$ cat src/hw/cmt_pkg.sv
package cmt_pkg;

	localparam int CNT_W = 16;
	localparam int ADDR_W = 8;
	localparam int DATA_W = 16;
	localparam int PRESC_SEL_W = 4;
	localparam int PRESC_DIV_W = 11;

	// register byte offsets
	localparam logic [ADDR_W-1:0] OFF_CTRL = 8'h00;
	localparam logic [ADDR_W-1:0] OFF_PRESC = 8'h04;
	localparam logic [ADDR_W-1:0] OFF_OUTCTL = 8'h08;
	localparam logic [ADDR_W-1:0] OFF_ONESHOT = 8'h0c;
	localparam logic [ADDR_W-1:0] OFF_PERIOD = 8'h10;
	localparam logic [ADDR_W-1:0] OFF_SECOND = 8'h14;
	localparam logic [ADDR_W-1:0] OFF_COUNT = 8'h18;
	localparam logic [ADDR_W-1:0] OFF_FLAGS = 8'h1c;

	// field widths within the 16-bit data word, all from bit 0
	localparam int CTRL_W = 3;
	localparam int OUTCTL_W = 4;
	localparam int ONESHOT_W = 4;
	localparam int FLAGS_W = 4;

	typedef enum logic [1:0] {
		CMT_MODE_FREE,
		CMT_MODE_PPG,
		CMT_MODE_ONESHOT,
		CMT_MODE_EVENT
	} cmt_mode_t;

	// bit 0 count enable, bits 2:1 mode
	typedef struct packed {
		cmt_mode_t mode;
		logic count_enable;
	} cmt_ctrl_t;

	// bit 0 enable0, bit 1 active level0, bit 2 enable1, bit 3 active level1
	typedef struct packed {
		logic alv1;
		logic oe1;
		logic alv0;
		logic oe0;
	} cmt_outctl_t;

	// bit 0 trigger0, bit 1 reset0, bit 2 trigger1, bit 3 reset1
	typedef struct packed {
		logic reset1;
		logic trig1;
		logic reset0;
		logic trig0;
	} cmt_oneshot_t;

	// bit 0 first match, bit 1 second match, bit 2 event edge, bit 3 overflow
	typedef struct packed {
		logic overflow;
		logic event_seen;
		logic second;
		logic first;
	} cmt_flags_t;

	localparam cmt_ctrl_t CTRL_RST = 3'h0;
	localparam cmt_outctl_t OUTCTL_RST = 4'h0;
	localparam cmt_flags_t FLAGS_RST = 4'h0;
	localparam logic [PRESC_SEL_W-1:0] PRESC_RST = 4'h0;
	localparam logic [CNT_W-1:0] CMP_RST = 16'h0000;
	localparam logic [CNT_W-1:0] CNT_RST = 16'h0000;
	localparam logic [CNT_W-1:0] CNT_MAX = 16'hffff;

	// 1.5 count clocks after a period match, rounded up to whole ticks
	localparam logic [1:0] SUPPRESS_WIN_TICKS = 2'h2;

endpackage

$ cat src/hw/cmt_timer.sv
`timescale 1ns/10ps
module cmt_timer (
	input wire logic clk_sys,
	input wire logic resetn,
	input wire logic [cmt_pkg::ADDR_W-1:0] reg_addr,
	input wire logic [cmt_pkg::DATA_W-1:0] reg_wdata,
	input wire logic reg_wr,
	input wire logic reg_rd,
	output logic [cmt_pkg::DATA_W-1:0] reg_rdata,
	input wire logic event_in,
	output logic [1:0] timer_out,
	output logic [1:0] match_flag
);
	import cmt_pkg::*;

	cmt_ctrl_t ctrl_q;
	cmt_ctrl_t ctrl_d;
	cmt_outctl_t outctl_q;
	cmt_flags_t flags_q;
	cmt_flags_t flags_d;
	logic [PRESC_SEL_W-1:0] presc_q;
	logic [CNT_W-1:0] period_q;
	logic [CNT_W-1:0] second_q;
	logic [CNT_W-1:0] count_q;
	logic [CNT_W-1:0] count_d;
	logic [DATA_W-1:0] rdata_q;
	logic event_prev_q;
	logic armed_q;
	logic [1:0] win_q;
	logic [1:0] win_d;
	logic suppress_q;
	logic suppress_d;
	logic [1:0] match_flag_q;

	// ------------------------------------------------------------------
	// register decode
	// ------------------------------------------------------------------
	wire sel_ctrl = reg_addr == OFF_CTRL;
	wire sel_presc = reg_addr == OFF_PRESC;
	wire sel_outctl = reg_addr == OFF_OUTCTL;
	wire sel_oneshot = reg_addr == OFF_ONESHOT;
	wire sel_period = reg_addr == OFF_PERIOD;
	wire sel_second = reg_addr == OFF_SECOND;
	wire sel_count = reg_addr == OFF_COUNT;
	wire sel_flags = reg_addr == OFF_FLAGS;

	wire wr_ctrl = reg_wr && sel_ctrl;
	wire wr_presc = reg_wr && sel_presc;
	wire wr_outctl = reg_wr && sel_outctl;
	wire wr_oneshot = reg_wr && sel_oneshot;
	wire wr_period = reg_wr && sel_period;
	wire wr_second = reg_wr && sel_second;
	wire wr_flags = reg_wr && sel_flags;

	wire cmt_ctrl_t ctrl_wr_val = cmt_ctrl_t'(reg_wdata[CTRL_W-1:0]);
	wire cmt_oneshot_t os_cmd = wr_oneshot ? cmt_oneshot_t'(reg_wdata[ONESHOT_W-1:0]) : '0;
	wire cmt_flags_t flags_clr = wr_flags ? cmt_flags_t'(reg_wdata[FLAGS_W-1:0]) : '0;

	assign ctrl_d = wr_ctrl ? ctrl_wr_val : ctrl_q;

	// ------------------------------------------------------------------
	// start and stop
	// ------------------------------------------------------------------
	wire running = ctrl_q.count_enable;
	wire start_now = wr_ctrl && !running && ctrl_wr_val.count_enable;
	wire stop_now = wr_ctrl && running && !ctrl_wr_val.count_enable;

	wire mode_ppg = ctrl_q.mode == CMT_MODE_PPG;
	wire mode_oneshot = ctrl_q.mode == CMT_MODE_ONESHOT;
	wire mode_event = ctrl_q.mode == CMT_MODE_EVENT;

	// ------------------------------------------------------------------
	// count clock and event input
	// ------------------------------------------------------------------
	logic tick;

	// the prescaler never waits for a start, so the first count comes
	// anywhere up to one count clock after the enable write
	cmt_prescaler #(
		.SEL_W(PRESC_SEL_W),
		.DIV_W(PRESC_DIV_W)
	) u_presc (
		.clk_sys(clk_sys),
		.resetn(resetn),
		.sel(presc_q),
		.tick(tick)
	);

	wire event_edge = event_in && !event_prev_q;

	// the first edge after a start only arms the counter, so the count
	// reads 0 both before and after it
	wire arm_now = running && mode_event && event_edge && !armed_q;
	wire count_src = mode_event ? (event_edge && armed_q) : tick;
	wire inc = running && count_src;

	// ------------------------------------------------------------------
	// counter
	// ------------------------------------------------------------------
	wire ppg_wrap = mode_ppg && (count_q == period_q);
	wire [CNT_W-1:0] count_plus = CNT_W'(count_q + CNT_W'(1));
	wire [CNT_W-1:0] cnt_next = ppg_wrap ? CNT_RST : count_plus;
	wire overflow = inc && !ppg_wrap && (count_q == CNT_MAX);
	wire cycle_start = inc && (cnt_next == CNT_RST);

	assign count_d = start_now ? CNT_RST : inc ? cnt_next : count_q;

	// ------------------------------------------------------------------
	// compare channels
	// ------------------------------------------------------------------
	logic match0;
	logic match1;
	logic stop_hit0;
	logic stop_hit1;

	// pulse mode: cycle start sets the first output active, second match
	// ends its duty; stopping forces both enabled outputs active
	wire ppg_stop = stop_now && mode_ppg;
	wire set0 = (mode_ppg && cycle_start) || ppg_stop || os_cmd.trig0;
	wire clr0 = (mode_ppg && match1) || (mode_oneshot && (match0 || os_cmd.reset0));
	wire tog0 = !mode_ppg && !mode_oneshot && match0;

	wire set1 = ppg_stop || os_cmd.trig1;
	wire clr1 = mode_oneshot && (match1 || os_cmd.reset1);
	wire tog1 = !mode_oneshot && match1;

	// in one-shot mode no increment happens once stopped, so the pins
	// keep the level they had
	cmt_compare #(
		.W(CNT_W)
	) u_cmp0 (
		.clk_sys(clk_sys),
		.resetn(resetn),
		.inc(inc),
		.cnt_q(count_q),
		.cnt_next(cnt_next),
		.cmp(period_q),
		.blind(wr_period),
		.stop_now(stop_now),
		.ev_set(set0 && (mode_ppg || mode_oneshot)),
		.ev_clr(clr0),
		.ev_tog(tog0),
		.oe(outctl_q.oe0),
		.alv(outctl_q.alv0),
		.match(match0),
		.stop_hit(stop_hit0),
		.pin_q(timer_out[0])
	);

	cmt_compare #(
		.W(CNT_W)
	) u_cmp1 (
		.clk_sys(clk_sys),
		.resetn(resetn),
		.inc(inc),
		.cnt_q(count_q),
		.cnt_next(cnt_next),
		.cmp(second_q),
		.blind(wr_second),
		.stop_now(stop_now),
		.ev_set(set1 && (mode_ppg || mode_oneshot)),
		.ev_clr(clr1),
		.ev_tog(tog1),
		.oe(outctl_q.oe1),
		.alv(outctl_q.alv1),
		.match(match1),
		.stop_hit(stop_hit1),
		.pin_q(timer_out[1])
	);

	// ------------------------------------------------------------------
	// lost period request after an early stop
	// ------------------------------------------------------------------
	// the window covers the count clocks right after a period match;
	// a stop inside it eats the next period request, unless a second match or an overflow comes first
	wire win_open = win_q != 2'h0;

	assign win_d = match0 ? SUPPRESS_WIN_TICKS :
		(stop_now ? 2'h0 : (win_open && tick) ? 2'(win_q - 2'h1) : win_q);

	wire consume = suppress_q && match0;

	assign suppress_d = (stop_now && win_open) ? 1'b1 :
		(overflow || match1 || consume) ? 1'b0 : suppress_q;

	// ------------------------------------------------------------------
	// request flags, set wins over a clear in the same cycle
	// ------------------------------------------------------------------
	wire cmt_flags_t flags_set = '{
		overflow: overflow,
		event_seen: event_edge,
		second: match1 || stop_hit1,
		first: (match0 && !suppress_q) || (stop_hit0 && !win_open)
	};

	assign flags_d = cmt_flags_t'((flags_q & ~flags_clr) | flags_set);

	// ------------------------------------------------------------------
	// read path
	// ------------------------------------------------------------------
	wire [DATA_W-1:0] rd_mux =
		sel_ctrl ? DATA_W'(ctrl_q) :
		sel_presc ? DATA_W'(presc_q) :
		sel_outctl ? DATA_W'(outctl_q) :
		sel_period ? period_q :
		sel_second ? second_q :
		sel_count ? count_q :
		sel_flags ? DATA_W'(flags_q) :
		'0;

	assign reg_rdata = rdata_q;
	assign match_flag = match_flag_q;

	// ------------------------------------------------------------------
	// state
	// ------------------------------------------------------------------
	always_ff @(posedge clk_sys or negedge resetn) begin
		if (!resetn) begin
			ctrl_q <= CTRL_RST;
			presc_q <= PRESC_RST;
			outctl_q <= OUTCTL_RST;
		end else begin
			ctrl_q <= ctrl_d;
			if (wr_presc) begin
				presc_q <= reg_wdata[PRESC_SEL_W-1:0];
			end
			if (wr_outctl) begin
				outctl_q <= cmt_outctl_t'(reg_wdata[OUTCTL_W-1:0]);
			end
		end
	end

	always_ff @(posedge clk_sys or negedge resetn) begin
		if (!resetn) begin
			period_q <= CMP_RST;
			second_q <= CMP_RST;
		end else begin
			if (wr_period) begin
				period_q <= reg_wdata;
			end
			if (wr_second) begin
				second_q <= reg_wdata;
			end
		end
	end

	always_ff @(posedge clk_sys or negedge resetn) begin
		if (!resetn) begin
			count_q <= CNT_RST;
			event_prev_q <= 1'b0;
			armed_q <= 1'b0;
		end else begin
			count_q <= count_d;
			event_prev_q <= event_in;
			armed_q <= start_now ? 1'b0 : (armed_q || arm_now);
		end
	end

	always_ff @(posedge clk_sys or negedge resetn) begin
		if (!resetn) begin
			win_q <= 2'h0;
			suppress_q <= 1'b0;
			flags_q <= FLAGS_RST;
			match_flag_q <= 2'h0;
		end else begin
			win_q <= win_d;
			suppress_q <= suppress_d;
			flags_q <= flags_d;
			match_flag_q <= {flags_d.second, flags_d.first};
		end
	end

	// read data stands for exactly the cycle after the strobe
	always_ff @(posedge clk_sys or negedge resetn) begin
		if (!resetn) begin
			rdata_q <= '0;
		end else begin
			rdata_q <= reg_rd ? rd_mux : '0;
		end
	end
endmodule

$ cat src/hw/cmt_prescaler.sv
`timescale 1ns/10ps
module cmt_prescaler #(
	parameter int SEL_W = 4,
	parameter int DIV_W = 11
) (
	input wire logic clk_sys,
	input wire logic resetn,
	input wire logic [SEL_W-1:0] sel,
	output logic tick
);
	import cmt_pkg::*;

	logic [DIV_W-1:0] div_q;
	wire [DIV_W-1:0] one = DIV_W'(1);
	// selects beyond the divider width saturate at the slowest rate
	wire [DIV_W-1:0] mask = DIV_W'((one << sel) - one);

	// free running so a start lands anywhere inside a count clock
	assign tick = (div_q & mask) == mask;

	always_ff @(posedge clk_sys or negedge resetn) begin
		if (!resetn) begin
			div_q <= '0;
		end else begin
			div_q <= DIV_W'(div_q + one);
		end
	end
endmodule

$ cat src/hw/cmt_compare.sv
`timescale 1ns/10ps
module cmt_compare #(
	parameter int W = 16
) (
	input wire logic clk_sys,
	input wire logic resetn,
	input wire logic inc,
	input wire logic [W-1:0] cnt_q,
	input wire logic [W-1:0] cnt_next,
	input wire logic [W-1:0] cmp,
	input wire logic blind,
	input wire logic stop_now,
	input wire logic ev_set,
	input wire logic ev_clr,
	input wire logic ev_tog,
	input wire logic oe,
	input wire logic alv,
	output logic match,
	output logic stop_hit,
	output logic pin_q
);
	import cmt_pkg::*;

	logic act_q;
	logic act_d;

	// only an increment can match, and a compare write blinds the channel
	assign match = inc && !blind && (cnt_next == cmp);
	assign stop_hit = stop_now && !blind && (cnt_q == cmp);

	assign act_d = ev_set ? 1'b1 : ev_clr ? 1'b0 : ev_tog ? !act_q : act_q;

	always_ff @(posedge clk_sys or negedge resetn) begin
		if (!resetn) begin
			act_q <= 1'b0;
			pin_q <= 1'b1;
		end else begin
			act_q <= act_d;
			pin_q <= oe ? (act_d ? alv : !alv) : !alv;
		end
	end
endmodule

$ cat config.mk
export PLATFORM = sky130hd
export DESIGN_NAME = cmt_timer
export DESIGN_NICKNAME = d
export VERILOG_FILES = /design/src/hw/cmt_pkg.sv /design/src/hw/cmt_timer.sv /design/src/hw/cmt_prescaler.sv /design/src/hw/cmt_compare.sv
export SDC_FILE = /design/constraint.sdc
export NUM_CORES = 1
export LEC_CHECK = 0
export BUFFER_PORTS_ARGS = -buffer_cell sky130_fd_sc_hd__buf_2
export CORE_MARGIN = 2
export CORE_UTILIZATION = 61
export CTS_BUF_LIST = sky130_fd_sc_hd__clkbuf_4 sky130_fd_sc_hd__clkbuf_8 sky130_fd_sc_hd__clkbuf_16
export CTS_CLUSTER_SIZE = 14
export DETAILED_ROUTE_END_ITERATION = 12
export GPL_TIMING_DRIVEN = 0
export PLACE_DENSITY = 0.92
export SYNTH_ARGS = -nofsm -noshare
export SYNTH_HDL_FRONTEND = slang
export SYNTH_SLANG_ARGS = --single-unit
$ cat constraint.sdc
create_clock -name clk_sys -period 4.7 [get_ports clk_sys]
set_clock_uncertainty 0.2 [all_clocks]
set_input_delay 0.47 -clock clk_sys [delete_from_list [all_inputs] [get_ports clk_sys]]
set_output_delay 0.47 -clock clk_sys [all_outputs]
set_load 0.005 [all_outputs]
# After elaboration in Yosys (flattened, before gate mapping)
# Cells that the tools add are included.
# word_totals
regBits,101
input_bits,29
output_inout_bits,20
wordCells,157
# classes
n_addsub,4
n_eq_ne,16
n_shift,1
n_mux,30
bitwise_logic,4
n_reduce_logical,77
# op_table
cell,count
16-bit two-way mux,10
16-bit == test,4
1-bit logical AND,44
"8-bit by 5-bit == test with 1-bit output, second input constant",4
"16-bit by 1-bit adder with 16-bit output, second input constant",1
"16-bit == test, second input constant",1
"8-bit by 4-bit == test with 1-bit output, second input constant",2
16-bit zero test,1
1-bit zero test,15
1-bit two-way mux,14
1-bit logical OR,12
4-bit two-way mux,3
"11-bit by 1-bit adder with 11-bit output, second input constant",1
11-bit AND,1
11-bit == test,1
"1-bit by 4-bit left shift with 11-bit output, first input constant",1
"11-bit by 1-bit subtractor with 11-bit output, second input constant",1
"8-bit by 3-bit == test with 1-bit output, second input constant",1
8-bit zero test,1
2-bit two-way mux,3
2-bit nonzero test,3
4-bit AND,1
"2-bit == test, second input constant",2
4-bit inverter,1
other kinds (4),4

# Logic depth before layout (Yosys ltp)
# logic_depth
ltp_word,15
depth_mapped,14
ltp_nobuf,13

# By module
# A second synthesis with hierarchy kept.
# hier_totals
hier_cells,625
area_unflattened_um2,6283.5
# by_module_without_submodules
module,n_inst,cells_each,area_per_inst_um2,seq_area_each_um2
cmt_timer,1,457,4708.3,2102.0
cmt_compare,2,50,450.4,51.3
cmt_prescaler,1,68,674.4,275.3

# Worst setup path after synthesis
# OpenSTA, ideal clock, no wires.
# synth_timing
path_type,register to register
start,register count_q[1]
end,register u_cmp0.pin_q
setup_time_ns,0.075
t_arrival_ns,3.438
required_ns,4.425
setup_slack_ns,0.987
path_stages_with_launch,13
path_buffers,1
period_less_slack_ns,3.713
path_cell_list,dfrtp_1 -> ha_1 -> nand4_1 -> nor4_1 -> xnor2_1 -> o2bb2ai_1 -> or4_1 -> a32o_1 -> or4_4 -> buf_6 -> mux2i_2 -> o32ai_1 -> xnor2_1
# synth_via
elab_chain_len,12
word_cells_on_any_way,24
classes_between,add/sub (1); eq/ne (3); mux (6); reduce/logical (14)
# synth_rtl
item,line_no,rtl
from (decl),cmt_timer.sv:24,logic [CNT_W-1:0] count_q;
from (signal assigned),cmt_timer.sv:253,count_q <= count_d;
"parallel branches: the longest is 2 deep, another holds 16-bit by 1-bit adder with 16-bit output",-,
16-bit two-way mux (*),cmt_timer.sv:102,wire [CNT_W-1:0] cnt_next = ppg_wrap ? CNT_RST : count_plus;
16-bit == test / 16-bit zero test (equally long branches),"cmt_compare.sv:28, cmt_timer.sv:104",
"1-bit logical AND, on equally long branches","cmt_compare.sv:28, cmt_timer.sv:104",
1-bit logical OR / 1-bit logical AND (equally long branches),"cmt_timer.sv:120, cmt_timer.sv:119",
1-bit logical AND / 1-bit logical OR (equally long branches),"cmt_timer.sv:120, cmt_timer.sv:119",
"1-bit logical OR, on equally long branches","cmt_timer.sv:120, cmt_timer.sv:119",
1-bit two-way mux / 1-bit logical AND (equally long branches),"cmt_compare.sv:31, cmt_timer.sv:140",
1-bit two-way mux (*),cmt_compare.sv:31,assign act_d = ev_set ? 1'b1 : ev_clr ? 1'b0 : ev_tog ? !act_q : act_q;
1-bit two-way mux (*) (2 in a row),cmt_compare.sv:39,pin_q <= oe ? (act_d ? alv : !alv) : !alv;
to (signal assigned),cmt_compare.sv:39,
to (decl),cmt_compare.sv:20,output logic pin_q
# Every way passes the cells marked *.
# A chain may end at the register's enable or synchronous reset.

# Final worst setup path
# Same ends and word-level chain as after synthesis.

==> impl_metrics.env <==
export IMPL_status="finished clean"
export IMPL_synth_cells=672
export IMPL_cts_tree="yes"
export IMPL_first_iter_violations=819
export IMPL_grt_use_met1_pct=47.2
export IMPL_grt_ovfl_total=0
export IMPL_die_h_um=106
export IMPL_synth_seq_area_share_pct=39.0
export IMPL_synthArstFlopShare_pct=100
export IMPL_core_area_mm2=0.0102
export IMPL_clkPwrFrac_pct=34.9
export IMPL_synth_nets=708
export IMPL_period_share_pct=93.4
export IMPL_synth_flop_cell="dfrtp_1"
export IMPL_finalSetupTns_ns=0
export IMPL_setup_viol=0
export IMPL_insertedDiodeCount=0
export IMPL_drt_pass1_iter_count=6
export IMPL_cts_sinks=99
export IMPL_root_buffer="clkbuf_8"
export IMPL_final_common_cell="dfrtp_1"
export IMPL_post_route_min_period_ns=4.39
export IMPL_startpoint_type="flop"
export IMPL_hold_class="input pin to flop"
export IMPL_grt_pass1_vias=5824
export IMPL_io_pins=49
export IMPL_r2r_start="count_q[1]"
export IMPL_p_comb_share_pct=18.9
export IMPL_antenna_found_initial=0
export IMPL_post_dp_hpwl_um=14900
export IMPL_rsz0062_at_grt="false"
export IMPL_path_clk_slew_ns=0.10
export IMPL_finalHoldWorstSlack_ns=0.115
export IMPL_die_w_um=106
export IMPL_seq_power_share_pct=46.2
export IMPL_slew_headroom_pct=26.4
export IMPL_dieArea_mm2=0.0112
export IMPL_grtUsageMet3_pct=7.54
export IMPL_detail_route_vias_per_cell=6.84
export IMPL_htree_num_levels=3
export IMPL_dr_total_vias=5970
export IMPL_final_net_count=768
export IMPL_cp_endpoint="u_cmp0.pin_q"
export IMPL_grt_pass1_wl_um=31400
export IMPL_synthDistinctLibCells=77
export IMPL_crit_path_end_kind="flop"
export IMPL_syn_area_mm2=0.00635
export IMPL_p_leak_uw=0.00326
export IMPL_wl_um=20100
export IMPL_worst_slew_pin_slew_ns=1.08
export IMPL_r2r_slack_ns=0.31
export IMPL_top_usage_layer="met2"
export IMPL_worstPathRequired_ns=4.83
export IMPL_track_usage_pct=37.1
export IMPL_reg2reg_to="u_cmp0.pin_q"
export IMPL_cap_violations=0
export IMPL_ant_nets=0
export IMPL_drc=0
export IMPL_synth_seq_cells=99
export IMPL_reg2reg_depth=12
export IMPL_avgSynthCellArea_um2=9.46
export IMPL_power_per_cell_area_mw_per_mm2=287
export IMPL_start_util_pct=62.1
export IMPL_final_cell_mix="dfrtp_1 (97), nor2_1 (60), buf_2 (58)"
export IMPL_p_int_uw=1430
export IMPL_maxClockFrequency_mhz=228
export IMPL_io_buffers=46
export IMPL_slew_violations=0
export IMPL_cts_setup_buffers=0
export IMPL_critical_path_class="flop to flop"
export IMPL_rows=37
export IMPL_startpoint="count_q[1]"
export IMPL_gp_congestion=0.959
export IMPL_grt_max_degree=64
export IMPL_clock_path_buffers=2
export IMPL_drive_gt1_share_pct=19.7
export IMPL_use_met2_pct=59.9
export IMPL_insertion_delay_ns=0.40
export IMPL_synth_edf_count=0
export IMPL_swShare_pct=29.6
export IMPL_nFillCells=850
export IMPL_hold_viol=0
export IMPL_ir_drop_mv=0.290
export IMPL_wire_per_inst_um=23.0
export IMPL_p_switching_uw=601
export IMPL_yosysWarnings=0
export IMPL_crit_fanout=7
export IMPL_cts_buffers_inserted=9
export IMPL_synthToLayoutAreaGrowth_pct=11.2
export IMPL_cp_arrival_ns=4.52
-- critical path: stages, from the launching register on --
cell and delay (ns):
dfrtp_1 0.60, ha_1 0.38, nand4_1 0.33, nor4_2 0.52, xnor2_1 0.31, o2bb2ai_1 0.13
or4_1 0.41, a32o_1 0.25, or4_4 0.53, buf_6 0.15, mux2i_2 0.15, o32ai_1 0.20
xnor2_1 0.17
-- metrics by stage --
stage               total power (uW)  area, um2  instances  setup WS, ns  util (%)
floorplan                       1190       6350        672         0.987         -
global placement                1310       6760        854         0.333      66.0
detailed placement              1320       6790        855         0.257      66.3
CTS                             2030       7060        873         0.224      69.0
global route                    2110       7070        873        0.0780      69.1
finish                          2030       7070        873         0.309      69.1
-- worst min-delay path by stage --
| stage | startpoint | end | slack, ns | depth (start not counted) |
|---|---|---|---|---|
| floorplan | resetn | armed_q | -0.03 | 0 |
| global placement | suppress_q | match_flag[0] | 0.25 | 1 |
| detailed placement | suppress_q | match_flag[0] | 0.26 | 1 |
| CTS | reg_wdata[7] | second_q[7] | 0.10 | 2 |
| global route | reg_wdata[12] | second_q[12] | 0.11 | 2 |
| finish | reg_wdata[7] | second_q[7] | 0.11 | 2 |
-- Yosys cell counts (4+ instances only) --
cell type / number / area share, %
or4_1: 10 / 1.2
a21oi_1: 28 / 2.2
o221ai_1: 4 / 0.55
buf_2: 13 / 1.0
mux2_2: 42 / 7.4
or3_1: 6 / 0.59
nor3_1: 9 / 0.71
and4_1: 4 / 0.55
o21ai_0: 32 / 2.5
nand3_1: 23 / 1.8
nand2_1: 53 / 3.1
nor3b_1: 5 / 0.59
a21o_1: 5 / 0.59
xor2_1: 28 / 3.9
clkbuf_1: 21 / 1.2
and2_1: 7 / 0.69
xnor2_1: 29 / 4.0
nand2b_1: 4 / 0.39
mux2i_1: 12 / 1.9
nor2b_1: 8 / 0.79
ha_1: 7 / 1.4
dfrtp_1: 97 / 38
o31ai_1: 7 / 0.83
a222oi_1: 4 / 0.63
and3_1: 11 / 1.1
o22ai_1: 6 / 0.59
mux4_2: 4 / 1.4
nand4_1: 14 / 1.4
nor2_1: 60 / 3.5
nor4_1: 13 / 1.3
o2111ai_1: 4 / 0.55
a32oi_1: 5 / 0.69
inv_1: 18 / 1.1
buf_4: 7 / 0.83
o32ai_1: 5 / 0.69
a221oi_1: 5 / 0.69
-- flip-flops by register name (all words and copies together) (netlist names) --
| register | flops |
|---|---|
| outctl_q | 4 |
| count_q | 16 |
| u_presc.div_q | 11 |
| event_prev_q | 1 |
| u_cmp0.act_q | 1 |
| match_flag | 1 |
| second_q | 16 |
| armed_q | 1 |
| running | 1 |
| u_cmp1.act_q | 1 |
| ctrl_q | 2 |
| u_cmp0.pin_q | 1 |
| presc_q | 4 |
| win_q | 2 |
| reg_rdata | 16 |
| flags_q | 3 |
| period_q | 16 |
| suppress_q | 1 |
| u_cmp1.pin_q | 1 |
-- cell families after synthesis --
group / share of synthesized area, %
AO/OA/AOI/OAI: 14.7
AND/OR/NAND/NOR: 21.1
buffers and inverters: 4.57
adder cells (fa/ha/maj): 1.38
flip-flops: 39.0
XOR/XNOR: 8.21
multiplexers: 11.0
-- power by group through the flow --
stage / sequential [uW] / clock, uW / combinational, uW
6_report: 937 / 709 / 383
5_1_grt: 940 / 747 / 420
4_1_cts: 935 / 720 / 374
3_5_place_dp: 952 / 0 / 369
3_3_place_gp: 950 / 0 / 360
2_1_floorplan: 934 / 0 / 259
-- what timing repair did --
item / CTS / global route
hold endpoints to repair: 37 / 0
resized for setup: 0 / 1
hold buffers: 2 / 0
setup endpoints to repair: 0 / 2
-- per-layer routing --
metal  up-vias  wire length, um
li1       2589                -
met1      2907             7880
met2       392             9500
met3        82             1720
met4         0              969
met5         -                0
-- cell type report --
cell class                 count  area, um2  area share [%]
multi-input combinational    509       3590            50.8
clock inverter                 6        119            1.68
buffer                        45        219            3.10
inverter                      19       71.3            1.01
sequential                    99       2480            35.1
clock buffer                  10        138            1.95
timing repair buffer          49        280            3.97
tap                          136        170            2.41
Power figures use the tool's default switching activity.
